--- src/core/pmc_pkg.sv ---
// package for the power mode and peripheral clock control block
// assumes a 32-bit apb slave on the processor clock
package pmc_pkg;
    // ----------------------------------------
    // register offsets
    // ----------------------------------------
    localparam logic [7:0] PMC_MODE_OFS = 8'h00;
    localparam logic [7:0] PMC_PWREN_OFS = 8'h04;
    localparam logic [7:0] PMC_DIV_OFS = 8'h08;
    localparam logic [7:0] PMC_MAP_OFS = 8'h0C;
    localparam logic [7:0] PMC_EXTMODE_OFS = 8'h10;
    localparam logic [7:0] PMC_WAKE_OFS = 8'h14;
    localparam logic [7:0] PMC_EXTSTAT_OFS = 8'h18;
    localparam logic [7:0] PMC_SRCSEL_OFS = 8'h1C;
    localparam logic [7:0] PMC_STATE_OFS = 8'h20;
    // ----------------------------------------
    // field positions and sizes
    // ----------------------------------------
    localparam int PMC_IDLE_BIT = 0;
    localparam int PMC_PD_BIT = 1;
    localparam int PMC_NUM_EXT = 9;
    localparam int PMC_NUM_IRQ = 4;
    localparam int PMC_NUM_PERIPH = 16;
    // ----------------------------------------
    // reset values and encodings
    // ----------------------------------------
    localparam logic [1:0] PMC_DIV_QUARTER = 2'h0;
    localparam logic [1:0] PMC_DIV_FULL = 2'h1;
    localparam logic [1:0] PMC_DIV_HALF = 2'h2;
    localparam logic [1:0] PMC_DIV_RST = PMC_DIV_QUARTER;
    localparam logic [15:0] PMC_PWREN_RST = 16'hFFFF;
    localparam logic [17:0] PMC_SRCSEL_RST = 18'h0;
    // ----------------------------------------
    // wake-up timer and power mode states
    // ----------------------------------------
    localparam int PMC_WAKE_CYCLES = 4096;
    typedef enum logic [3:0] {
        PMC_RUN = 4'b0001,
        PMC_IDLE = 4'b0010,
        PMC_PDOWN = 4'b0100,
        PMC_WAKE = 4'b1000
    } pmc_state_t;
endpackage

--- src/core/pmc_top.sv ---
// power modes, peripheral power gating, peripheral clock divider, vector map
// assumes an apb master on CLOCK and gate cells downstream of the enables
`timescale 1ns/1ps
`default_nettype none
module pmc_top
    import pmc_pkg::*;
#(
    parameter int WAKE_CYCLES = PMC_WAKE_CYCLES
) (
    input wire logic CLOCK,
    input wire logic RST_B,
    input wire logic PSEL,
    input wire logic PENABLE,
    input wire logic PWRITE,
    input wire logic [7:0] PADDR,
    input wire logic [31:0] PWDATA,
    output logic [31:0] PRDATA,
    output logic PREADY,
    output logic PSLVERR,
    input wire logic [pmc_pkg::PMC_NUM_EXT-1:0] EXT_IN,
    input wire logic PERIPH_IRQ,
    input wire logic PLL_RUNNING,
    output logic CPU_CLK_EN,
    output logic PCLK_EN,
    output logic [pmc_pkg::PMC_NUM_PERIPH-1:0] PERIPH_PWR_EN,
    output logic OSC_EN,
    output logic PLL_KEEP,
    output logic PIN_HOLD,
    output logic VEC_MAP_SRAM,
    output logic [pmc_pkg::PMC_NUM_IRQ-1:0] EXT_IRQ
);
    import pmc_pkg::*;
    // ----------------------------------------
    // reset release and input sync
    // ----------------------------------------
    logic rst_s1_q, rst_b_q;
    always_ff @(posedge CLOCK or negedge RST_B) begin
        if (!RST_B) begin
            rst_s1_q <= 1'b0;
            rst_b_q <= 1'b0;
        end else begin
            rst_s1_q <= 1'b1;
            rst_b_q <= rst_s1_q;
        end
    end
    logic [PMC_NUM_EXT-1:0] ext_s1_q, ext_s2_q, ext_prev_q;
    always_ff @(posedge CLOCK or negedge rst_b_q) begin
        if (!rst_b_q) begin
            ext_s1_q <= '0;
            ext_s2_q <= '0;
            ext_prev_q <= '0;
        end else begin
            ext_s1_q <= EXT_IN;
            ext_s2_q <= ext_s1_q;
            ext_prev_q <= ext_s2_q;
        end
    end
    // ----------------------------------------
    // registers
    // ----------------------------------------
    logic [1:0] mode_q;
    logic [PMC_NUM_PERIPH-1:0] pwren_q;
    logic [1:0] div_q;
    logic map_q;
    logic [PMC_NUM_EXT-1:0] extmode_q, wake_q, extstat_q;
    logic [17:0] srcsel_q;
    pmc_state_t state_q;
    logic wr, rd, wake_evt;
    assign wr = PSEL && PENABLE && PWRITE;
    assign rd = PSEL && PENABLE && !PWRITE;
    // ----------------------------------------
    // access decode
    // ----------------------------------------
    // one write strobe per register, shared by the flag, mode and check logic
    function automatic logic wr_at(input logic [7:0] ofs);
        return PSEL && PENABLE && PWRITE && (PADDR == ofs);
    endfunction
    // external event detection: edge inputs catch rising edges, level inputs follow high
    logic [PMC_NUM_EXT-1:0] ext_hit;
    assign ext_hit = (extmode_q & ext_s2_q & ~ext_prev_q) | (~extmode_q & ext_s2_q);
    always_ff @(posedge CLOCK or negedge rst_b_q) begin
        if (!rst_b_q) begin
            pwren_q <= PMC_PWREN_RST;
            div_q <= PMC_DIV_RST;
            map_q <= 1'b0;
            extmode_q <= '0;
            wake_q <= '0;
            srcsel_q <= PMC_SRCSEL_RST;
        end else if (wr) begin
            case (PADDR)
                PMC_PWREN_OFS: pwren_q <= PWDATA[PMC_NUM_PERIPH-1:0];
                PMC_DIV_OFS: div_q <= PWDATA[1:0];
                PMC_MAP_OFS: map_q <= PWDATA[0];
                PMC_EXTMODE_OFS: extmode_q <= PWDATA[PMC_NUM_EXT-1:0];
                PMC_WAKE_OFS: wake_q <= PWDATA[PMC_NUM_EXT-1:0];
                PMC_SRCSEL_OFS: srcsel_q <= PWDATA[17:0];
                default: ;
            endcase
        end
    end
    // sticky flags: write one clears, a new hit in the same cycle wins
    always_ff @(posedge CLOCK or negedge rst_b_q) begin
        if (!rst_b_q) begin
            extstat_q <= '0;
        end else begin
            extstat_q <= (wr_at(PMC_EXTSTAT_OFS) ?
                          (extstat_q & ~PWDATA[PMC_NUM_EXT-1:0]) : extstat_q) | ext_hit;
        end
    end
    // each input picks one of four request lines with two select bits
    function automatic logic [PMC_NUM_IRQ-1:0] route(input logic [PMC_NUM_EXT-1:0] f,
                                                    input logic [17:0] sel);
        logic [PMC_NUM_IRQ-1:0] r;
        r = '0;
        for (int i = 0; i < PMC_NUM_EXT; i++) begin
            r[sel[2*i +: 2]] = r[sel[2*i +: 2]] | f[i];
        end
        return r;
    endfunction
    always_ff @(posedge CLOCK or negedge rst_b_q) begin
        if (!rst_b_q) begin
            EXT_IRQ <= '0;
        end else begin
            EXT_IRQ <= route(extstat_q, srcsel_q);
        end
    end
    // ----------------------------------------
    // power mode state machine
    // ----------------------------------------
    // ext pins are sampled on CLOCK; the oscillator is modelled as gated, not stopped,
    // so the raw input path stands in for the clockless wake detector
    logic [12:0] wake_cnt_q;
    logic irq_any;
    assign irq_any = PERIPH_IRQ || (|extstat_q) || (|ext_hit);
    assign wake_evt = |(wake_q & ext_s2_q);
    always_ff @(posedge CLOCK or negedge rst_b_q) begin
        if (!rst_b_q) begin
            state_q <= PMC_RUN;
            mode_q <= 2'b00;
            wake_cnt_q <= '0;
        end else begin
            case (state_q)
                PMC_RUN: begin
                    if (wr_at(PMC_MODE_OFS)) begin
                        mode_q <= PWDATA[1:0];
                        if (PWDATA[PMC_PD_BIT]) begin
                            state_q <= PMC_PDOWN;
                        end else if (PWDATA[PMC_IDLE_BIT]) begin
                            state_q <= PMC_IDLE;
                        end
                    end
                end
                PMC_IDLE: begin
                    if (irq_any) begin
                        state_q <= PMC_RUN;
                        mode_q <= 2'b00;
                    end
                end
                PMC_PDOWN: begin
                    if (wake_evt) begin
                        state_q <= PMC_WAKE;
                        wake_cnt_q <= 13'(WAKE_CYCLES - 1);
                    end
                end
                PMC_WAKE: begin
                    if (wake_cnt_q == '0) begin
                        state_q <= PMC_RUN;
                        mode_q <= 2'b00;
                    end else begin
                        wake_cnt_q <= wake_cnt_q - 13'h1;
                    end
                end
                default: state_q <= PMC_RUN;
            endcase
        end
    end
    // ----------------------------------------
    // clock divider and gating
    // ----------------------------------------
    logic [1:0] div_cnt_q;
    logic pclk_tick;
    always_comb begin
        case (div_q)
            PMC_DIV_FULL: pclk_tick = 1'b1;
            PMC_DIV_HALF: pclk_tick = div_cnt_q[0];
            default: pclk_tick = (div_cnt_q == 2'h3);
        endcase
    end
    always_ff @(posedge CLOCK or negedge rst_b_q) begin
        if (!rst_b_q) begin
            div_cnt_q <= 2'h0;
        end else begin
            div_cnt_q <= div_cnt_q + 2'h1;
        end
    end
    logic run_nxt, pd_nxt;
    assign pd_nxt = (state_q == PMC_PDOWN) || (state_q == PMC_WAKE);
    assign run_nxt = (state_q == PMC_RUN);
    always_ff @(posedge CLOCK or negedge rst_b_q) begin
        if (!rst_b_q) begin
            CPU_CLK_EN <= 1'b0;
            PCLK_EN <= 1'b0;
            PERIPH_PWR_EN <= PMC_PWREN_RST;
            OSC_EN <= 1'b1;
            PLL_KEEP <= 1'b0;
            PIN_HOLD <= 1'b0;
            VEC_MAP_SRAM <= 1'b0;
        end else begin
            CPU_CLK_EN <= run_nxt;
            PCLK_EN <= pclk_tick && !pd_nxt;
            PERIPH_PWR_EN <= pwren_q;
            OSC_EN <= (state_q != PMC_PDOWN);
            PLL_KEEP <= PLL_RUNNING && (state_q != PMC_PDOWN);
            PIN_HOLD <= pd_nxt;
            VEC_MAP_SRAM <= map_q;
        end
    end
    // ----------------------------------------
    // apb read side
    // ----------------------------------------
    always_ff @(posedge CLOCK or negedge rst_b_q) begin
        if (!rst_b_q) begin
            PRDATA <= 32'h0;
            PREADY <= 1'b0;
            PSLVERR <= 1'b0;
        end else begin
            PREADY <= PSEL && !PENABLE;
            PSLVERR <= 1'b0;
            PRDATA <= 32'h0;
            if (PSEL && !PENABLE) begin
                case (PADDR)
                    PMC_MODE_OFS: PRDATA <= {30'h0, mode_q};
                    PMC_PWREN_OFS: PRDATA <= {16'h0, pwren_q};
                    PMC_DIV_OFS: PRDATA <= {30'h0, div_q};
                    PMC_MAP_OFS: PRDATA <= {31'h0, map_q};
                    PMC_EXTMODE_OFS: PRDATA <= {23'h0, extmode_q};
                    PMC_WAKE_OFS: PRDATA <= {23'h0, wake_q};
                    PMC_EXTSTAT_OFS: PRDATA <= {23'h0, extstat_q};
                    PMC_SRCSEL_OFS: PRDATA <= {14'h0, srcsel_q};
                    PMC_STATE_OFS: PRDATA <= {28'h0, state_q};
                    default: PSLVERR <= 1'b1;
                endcase
            end
        end
    end
endmodule // pmc_top
`default_nettype wire

--- config.mk ---
export PLATFORM = sky130hd
export DESIGN_NAME = pmc_top
export DESIGN_NICKNAME = d
export VERILOG_FILES = /design/src/core/pmc_pkg.sv /design/src/core/pmc_top.sv
export SDC_FILE = /design/constraint.sdc
export NUM_CORES = 1
export LEC_CHECK = 0
export BUFFER_PORTS_ARGS = -buffer_cell sky130_fd_sc_hd__buf_2
export CORE_AREA = 10 10 126 128
export DETAILED_ROUTE_END_ITERATION = 10
export DIE_AREA = 0 0 136 138
export PLACE_DENSITY_LB_ADDON = 0.12
export SETUP_SLACK_MARGIN = 0.02
export SLEW_MARGIN = 20
export SYNTH_ARGS = -nofsm -noshare
export SYNTH_HDL_FRONTEND = slang
export SYNTH_SLANG_ARGS = --single-unit
export TNS_END_PERCENT = 10
--- constraint.sdc ---
create_clock -name CLOCK -period 4.91 [get_ports CLOCK]
set_input_delay 0.2455 -clock CLOCK [delete_from_list [all_inputs] [get_ports CLOCK]]
set_output_delay 0.2455 -clock CLOCK [all_outputs]
set_load 0.02 [all_outputs]
==> results.tsv, run 1 <==
stage	metric	value	unit
pwr	p_clk_share	42.0	%
critical_path	reg2reg_slack	2.41	ns
sta	rsz0062_at_grt	false	
yosys	synth_area	0.00660	sq mm
clock_network	cts_resized	0	
sta	maxSlewHeadroom	36.8	%
min_path	whs_path_depth	2	
floorplan	core	0.0135	sq mm
yosys	synthAdderAreaFrac	0.758	%
floorplan	placementRows	43	
clock_network	htree_levels	4	
yosys	ys_ff_latch	160	
critical_path	reg2reg_from	state_q[1]	
global_routing	grt_pass1_wl	24.6	mm
critical_path	crit_path_start_kind	flip-flop	
placed_design	gp_congestion	0.914	
pwr	p_sw_share	24.6	%
global_routing	grt_max_degree	76	
yosys	yosysSeqAreaShare	61.3	%
clock_network	clockBufferDepth	2	
yosys	ys.flop_type	dfrtp_1	
critical_path	crit_start	state_q[1]	
sta	worstMarginPinSlew	0.948	ns
critical_path	worstPathRequired	5.22	ns
critical_path	timing.rr.end	wake_cnt_q[0]	
drt	ant_nets	0	
critical_path	critPathCaptureType	flip-flop	
drt	dr.pass1.iters	5	
placed_design	port_buffers	87	
pwr	finalPower	3.07	mW
min_path	hold_path_startpoint	PLL_RUNNING	
pwr	sequentialPowerShare	47.6	%
floorplan	die_area	0.0188	sq mm
sta	clock_skew	0.00937	ns
yosys	yosys.cell_types.count	57	
min_path	hp-class	input pin to flip-flop	
sta	setup-violations-final	0	
critical_path	reg2reg_depth	5	
clock_network	cts_buffers	17	
yosys	synth_top_family_by_area	simple AND/OR/NAND/NOR gates	
critical_path	cpPeakStageDelay	0.81	ns
sta	final_max_slew_viol_count	0	
sta	fin_crit_sh	51.0	%
cells_and_area	area_delta_synth_final	19.3	%
yosys	synth-simple-area-share	13.6	%
clock_network	clk_latency	0.42	ns
sta	tns	0	ns
critical_path	cp_num_buf_inv	0	
yosys	yosys_warnings	0	
yosys	syn_inst	533	
cells_and_area	num-fill-cells	1146	
drt	via_per_inst	5.44	
pwr	p_switching	0.758	mW
clock_network	cts_root_buf	clkbuf_16	
cells_and_area	layout-drive-gt1-share	34.4	%
yosys	synth.avg_cell_area	12.4	sq um
clock_network	cts_tree	yes	
global_routing	grt_pass1_vias	4600	
floorplan	io_pins	116	
clock_network	cts.sinks	160	
sta	hold_slack	0.0311	ns
sta	period_needed	2.50	ns
clock_network	clk_pin_slew	0.06	ns
global_routing	grtUsageTotal	16.5	%
critical_path	cp_max_fo	14	
critical_path	cpMaxStageDelayCell	nor4b_1	
drt	drc	0	
floorplan	initial_core_util	48.9	%
sta	max_freq	400	MHz
pwr	cellLeakagePower	3.53	nW
cells_and_area	final_util	58.3	%
yosys	synth-async-reset-ratio	100	%
drt	routedWlPerCell	18.4	um
pwr	intPower	2.32	mW
floorplan	die-width	136	um
yosys	synth_compound_gate_area_share	8.85	%
critical_path	crit_type	flip-flop to flip-flop	
pwr	pwr-share-comb	10.5	%
global_routing	grt.overflow.total	0	
yosys	synth_edf_count	0	
critical_path	crit_family	simple AND/OR/NAND/NOR gates	
critical_path	path_depth	5	
cells_and_area	fin_nets	696	
pwr	ir_drop	0.237	mV
pwr	power.density	390	mW/mm^2
floorplan	die_h	138	um
drt	wl	15.3	mm
sta	hold_viol	0	
yosys	yosys.area_share.xor_xnor	1.33	%
cells_and_area	antenna_cells	0	
critical_path	worst-endpoint-arrival	2.81	ns
flow_run	cap_violations	0	
drt	vias	4512	
critical_path	worstPathCellList	nor4b_1, and4_1, a211o_1, nor3b_1, a21oi_1	
placed_design	dp.final_hpwl	10.8	mm
drt	initialDrtViolationCount	394	
run_status	status	completed	
yosys	muxShareOfSynthArea	10.8	%
min_path	holdPathEnd	PLL_KEEP	
global_routing	grt_antenna_before_repair	0	
[Yosys cell counts, types with 3 or more instances]
| cell | n | area (sq um) |
|---|---|---|
| a22oi_1 | 14 | 105 |
| nor4b_1 | 3 | 26.3 |
| a21oi_1 | 13 | 65.1 |
| and3_1 | 7 | 43.8 |
| nor4_1 | 6 | 37.5 |
| mux2i_1 | 10 | 100 |
| a221oi_1 | 9 | 78.8 |
| o21ai_0 | 3 | 15.0 |
| ha_1 | 4 | 50.1 |
| nand4_1 | 10 | 62.6 |
| nor2_1 | 28 | 105 |
| dfstp_2 | 34 | 893 |
| inv_1 | 11 | 41.3 |
| nor3b_1 | 12 | 90.1 |
| o22ai_1 | 7 | 43.8 |
| clkbuf_1 | 11 | 41.3 |
| dfrtp_1 | 126 | 3150 |
| and2_1 | 4 | 25.0 |
| a21boi_0 | 9 | 67.6 |
| nand3_1 | 13 | 65.1 |
| nand3b_1 | 3 | 22.5 |
| a31oi_1 | 7 | 43.8 |
| a21o_1 | 9 | 67.6 |
| nand2_1 | 54 | 203 |
| buf_4 | 14 | 105 |
| nor2b_1 | 3 | 18.8 |
| nor3_1 | 10 | 50.1 |
| mux2_2 | 53 | 597 |
| xor2_1 | 10 | 87.6 |
| buf_2 | 4 | 20.0 |
[per-layer routing]
metal  share of wire (%)  vias up  global-route usage [%]
li1                    -     2100                       -
met1                  44     2258                    21.6
met2                  48      134                    25.9
met3                 6.2       20                    3.95
met4                 1.5        0                    6.34
met5                   0        -                       0
[sequential cells by signal, summed over array words and instances (netlist names), 13 cells and up]
signal         cells
PRDATA            18
wake_cnt_q        13
PERIPH_PWR_EN     16
pwren_q           16
srcsel_q          18
[cells by family (layout without fill, tap and decap cells)]
logic type               count (synthesis)  after routing
adder cells (fa/ha/maj)                  4              4
AND/OR/NAND/NOR                        170            170
flip-flops                             160            160
multiplexers                            64             64
AO/OA/AOI/OAI                           82             82
XOR/XNOR                                10             10
buffers and inverters                   41            144
other                                    2             15
[final cells by class]
class / count / area, sq um / share of cell area, %
inverters: 11 / 41.3 / 0.525
clock buffers: 21 / 470 / 5.98
well taps: 180 / 225 / 2.86
repair buffers: 101 / 566 / 7.18
multi-input cells: 345 / 2410 / 30.6
flip-flops and latches: 160 / 4050 / 51.5
clock inverters: 11 / 113 / 1.43
[how the worst max path moves through the flow]
stage,endpoint
2_1_floorplan,CPU_CLK_EN
3_3_place_gp,srcsel_q[12]
3_5_place_dp,srcsel_q[6]
4_1_cts,wake_cnt_q[0]
5_1_grt,wake_cnt_q[0]
6_report,wake_cnt_q[0]
[power groups by stage]
stage                     Clock (mW)  Sequential (mW)  Combinational, mW
after global routing            1.36             1.47              0.355
final                           1.29             1.46              0.322
after detailed placement           0             1.48              0.315
after global placement             0             1.48              0.305
after CTS                       1.31             1.46              0.322
after floorplan                    0             1.50              0.198
[timing repair]
item / 4_1_cts / 5_1_grt
setup endpoints to repair: 0 / 0
hold endpoints to repair: 11 / 0
hold buffers: 10 / 0
buffers inserted: 0 / 0
[stage by stage]
step	std cells	instance area (sq um)	setup slack [ns]
detailed placement	787	7190	2.28
global route	829	7870	2.16
CTS	829	7870	2.36
finish	829	7870	2.41
floorplan	546	6650	0.181
global placement	787	7180	2.29
[layout by cell type, fill, tap and decap left out, types with 3 or more instances in the layout]
cell type and instances:
a21boi_0 9, a22oi_1 14, xor2_1 10, clkinvlp_4 3
mux2_2 53, dlygate4sd3_1 10, and3_1 7, nor4_1 6
dfstp_2 34, buf_4 4, a21o_1 9, a21oi_1 13
o22ai_1 7, conb_1 15, a221oi_1 9, a31oi_1 7
nor3b_1 12, and2_1 4, clkbuf_16 17, nor2_1 28
mux2i_1 10, buf_2 87, ha_1 4, o21ai_0 3
clkbuf_8 3, nand2_1 54, nor3_1 10, inv_1 11
dfrtp_1 125, nor2b_1 3, clkinv_2 6, nand4_1 10
nand3b_1 3, nand3_1 13
Power figures use the tool's default switching activity.
==> run 2: changes to the inputs <==
--- a/config.mk
+++ b/config.mk
@@ -5,10 +5,11 @@
 export SDC_FILE = /design/constraint.sdc
 export NUM_CORES = 1
 export LEC_CHECK = 0
+export ABC_AREA = 1
 export BUFFER_PORTS_ARGS = -buffer_cell sky130_fd_sc_hd__buf_2
-export CORE_AREA = 10 10 126 128
+export CORE_AREA = 10 10 125 127
 export DETAILED_ROUTE_END_ITERATION = 10
-export DIE_AREA = 0 0 136 138
+export DIE_AREA = 0 0 135 137
 export PLACE_DENSITY_LB_ADDON = 0.12
 export SETUP_SLACK_MARGIN = 0.02
 export SLEW_MARGIN = 20
==> constraint.sdc (replaced) <==
create_clock -name CLOCK -period 2.4 [get_ports CLOCK]
set_input_delay 0.12 -clock CLOCK [delete_from_list [all_inputs] [get_ports CLOCK]]
set_output_delay 0.12 -clock CLOCK [all_outputs]
set_load 0.02 [all_outputs]
==> results.tsv, run 2 <==
stage	metric	value	unit	change
run_status	status	finished, violations left		was completed
run_status	failed_checks	setup timing		
sta	final.setup.worst_slack	-1.25	ns	was 2.41 ns
cells_and_area	fin_cells	1199		was 829
sta	tns	-4.95	ns	was 0 ns
critical_path	reg2reg_slack	-1.25	ns	was 2.41 ns
global_routing	grt_pass1_vias	6455		was 4600
placed_design	dp.final_hpwl	13.7	mm	was 10.8 mm
sta	fin_crit_sh	152	%	was 51.0%
clock_network	htree_levels	4		unchanged
cells_and_area	layout-drive-gt1-share	28.4	%	was 34.4%
floorplan	die_h	137	um	was 138 um
sta	maxSlewHeadroom	36.4	%	was 36.8%
floorplan	die-width	135	um	was 136 um
yosys	synth-async-reset-ratio	100	%	unchanged
placed_design	gp_congestion	0.879		was 0.914
yosys	ys_ff_latch	160		unchanged
clock_network	clockBufferDepth	2		unchanged
sta	max_freq	274	MHz	was 400 MHz
drt	wl	18.9	mm	was 15.3 mm
critical_path	critPathCaptureType	flip-flop		unchanged
drt	drc	0		unchanged
critical_path	reg2reg_depth	33		was 5
critical_path	cp-endpoint	EXT_IRQ[3]		was wake_cnt_q[0]
yosys	yosysSeqAreaShare	56.6	%	was 61.3%
floorplan	initial_core_util	54.7	%	was 48.9%
yosys	synth_top_area_cell	dfrtp_1		unchanged
yosys	synth.most_common_cell	nand2_1		was dfrtp_1
yosys	syn_inst	837		was 533
clock_network	cts_tree	yes		unchanged
sta	rsz0062_at_grt	true		was false
critical_path	cpPeakStageDelay	0.44	ns	was 0.81 ns
floorplan	die_area	0.0185	sq mm	was 0.0188 sq mm
drt	routedWlPerCell	15.8	um	was 18.4 um
critical_path	cp_max_fo	5		was 14
pwr	finalPower	6.71	mW	was 3.07 mW
critical_path	crit_start	srcsel_q[3]		was state_q[1]
min_path	hp-class	input pin to flip-flop		unchanged
placed_design	dp_slack	-1.16	ns	was 2.28 ns
clock_network	cts.sinks	160		unchanged
yosys	ys.flop_type	dfrtp_1		unchanged
floorplan	core	0.0131	sq mm	was 0.0135 sq mm
global_routing	grt_pass1_wl	30.7	mm	was 24.6 mm
global_routing	grtUsageTotal	21.0	%	was 16.5%
clock_network	cts_root_buf	clkbuf_16		unchanged
floorplan	placementRows	42		was 43
pwr	cellLeakagePower	4.47	nW	was 3.53 nW
cells_and_area	antenna_cells	0		unchanged
yosys	yosys.cell_types.count	41		was 57
sta	final_max_slew_viol_count	0		unchanged
flow_run	cap_violations	0		unchanged
critical_path	cpMaxStageDelayCell	dfrtp_1		was nor4b_1
clock_network	clk_latency	0.43	ns	was 0.42 ns
critical_path	crit_type	flip-flop to flip-flop		unchanged
cells_and_area	area_delta_synth_final	28.6	%	was 19.3%
drt	ant_nets	0		unchanged
clock_network	clk_pin_slew	0.07	ns	was 0.06 ns
cells_and_area	fin_nets	1070		was 696
sta	setup-violations-final	4		was 0
yosys	synth_edf_count	0		unchanged
cells_and_area	reg.largest.list	PRDATA: 18 flops, srcsel_q: 18 flops		unchanged
cells_and_area	mostFrequentLayoutCells	nand2_1 (206), dfrtp_1 (122), inv_1 (100)		was dfrtp_1 (125), buf_2 (87), nand2_1 (54)
sta	worstMarginPinSlew	0.930	ns	was 0.948 ns
yosys	yosys_warnings	0		unchanged
yosys	synth_common_cells	nand2_1 (218), dfrtp_1 (126), inv_1 (103), o21ai_0 (79), nor2_1 (68)		was dfrtp_1 (126), nand2_1 (54), mux2_2 (53), dfstp_2 (34), nor2_1 (28)
sta	period_needed	3.65	ns	was 2.50 ns
yosys	synth_area	0.00715	sq mm	was 0.00660 sq mm
pwr	power.density	729	mW/mm^2	was 390 mW/mm^2
placed_design	port_buffers	87		unchanged
critical_path	worst-endpoint-arrival	3.97	ns	was 2.81 ns
drt	initialDrtViolationCount	330		was 394
pwr	ir_drop	0.789	mV	was 0.237 mV
yosys	synth_area_leaders	dfrtp_1 (44%), dfstp_2 (12%), nand2_1 (11%)		was dfrtp_1 (48%), dfstp_2 (14%), mux2_2 (9.0%)
drt	dr.pass1.iters	5		unchanged
sta	hold_viol	0		unchanged
global_routing	grt_antenna_before_repair	0		unchanged
global_routing	grt_max_degree	42		was 76
critical_path	crit_path_start_kind	flip-flop		unchanged
critical_path	crit_path_frequent_cell	nand3_2		
yosys	synth.avg_cell_area	8.55	sq um	was 12.4 sq um
critical_path	timing.rr.end	EXT_IRQ[3]		was wake_cnt_q[0]
global_routing	grt.overflow.total	0		unchanged
yosys	synth_top_cell_area_share	44.1	%	was 47.8%
cells_and_area	final_common_cell	nand2_1		was dfrtp_1
critical_path	reg2reg_from	srcsel_q[3]		was state_q[1]
critical_path	worstPathRequired	2.72	ns	was 5.22 ns
drt	vias	6304		was 4512
sta	clock_skew	0.00835	ns	was 0.00937 ns
drt	via_per_inst	5.26		was 5.44
clock_network	cts_buffers	17		unchanged
placed_design	dp_cells	1140		was 787
floorplan	io_pins	116		unchanged
[run 2: changes by cell type after synthesis, moves of 9 or more]
cell     change
nand2_1    +164
inv_1       +92
nor2_1      +40
nor3b_1     -12
a21o_1       -9
mux2_2      -53
o21ai_0     +76
a22oi_1     -14
xor2_1      -10
mux2i_1     -10
nand3_1     +47
[run 2: routing by layer]
| metal | wire length [um] | GRT usage [%] |
|---|---|---|
| met1 | 7250 | 22.3 |
| met2 | 9970 | 38.5 |
| met3 | 1100 | 5.13 |
| met4 | 605 | 9.45 |
| met5 | 0 | 0 |
[run 2: worst min path at each step]
stage / to / cells after the start / slack (ns) / start
floorplan: rst_s1_q / 0 / -0.18 / RST_B
global placement: rst_s1_q / 1 / -0.1 / RST_B
detailed placement: rst_s1_q / 1 / -0.09 / RST_B
CTS: PREADY / 3 / 0.02 / PSEL
global route: PREADY / 3 / 0.03 / PSEL
finish: PREADY / 3 / 0.02 / PSEL
[run 2: power breakdown]
group / leakage [nW] / total, mW / internal [mW] / switching, mW
registers: 1.90 / 3.11 / 2.93 / 0.175
logic: 2.27 / 0.877 / 0.347 / 0.530
clock network: 0.293 / 2.73 / 1.58 / 1.14
total: 4.47 / 6.71 / 4.86 / 1.85
[run 2: repair_timing]
action	in CTS	in global routing
hold buffers	23	0
setup buffers	2	2
pin swaps	2	16
setup endpoints to repair	5	9
hold endpoints to repair	30	0
gates resized for setup	5	46
[run 2: cell families after synthesis]
family,after synthesis,synth area share [%]
compound gates,137,11.2
fa+ha+maj,4,0.700
buf+inv,146,8.41
flops,160,56.6
other cells,2,0.105
simple gates,388,23.0
[run 2: worst max-delay path, delay by kind of cell (launching register included)]
kind | cells | cell delay, ns
AND/OR/NAND/NOR | 30 | 2.76
flip-flops | 1 | 0.44
AO/OA/AOI/OAI | 1 | 0.19
buffers and inverters | 2 | 0.16
[run 2: metrics by stage]
stage	hold WS [ns]	util, %	instance area, sq um
finish	0.0176	70.3	9200
global route	0.0253	70.3	9200
CTS	0.0195	68.9	9020
detailed placement	-0.0947	62.3	8150
global placement	-0.0952	62.3	8150
floorplan	-0.176	-	7210
[run 2: cell type report]
cell class,count,area (sq um)
Sequential cell,160,4050
Fill cell,1023,3890
Multi-Input combinational cell,544,2740
Timing Repair Buffer,175,1170
Clock buffer,19,443
Inverter,112,420
Tap cell,176,220
Clock inverter,13,155
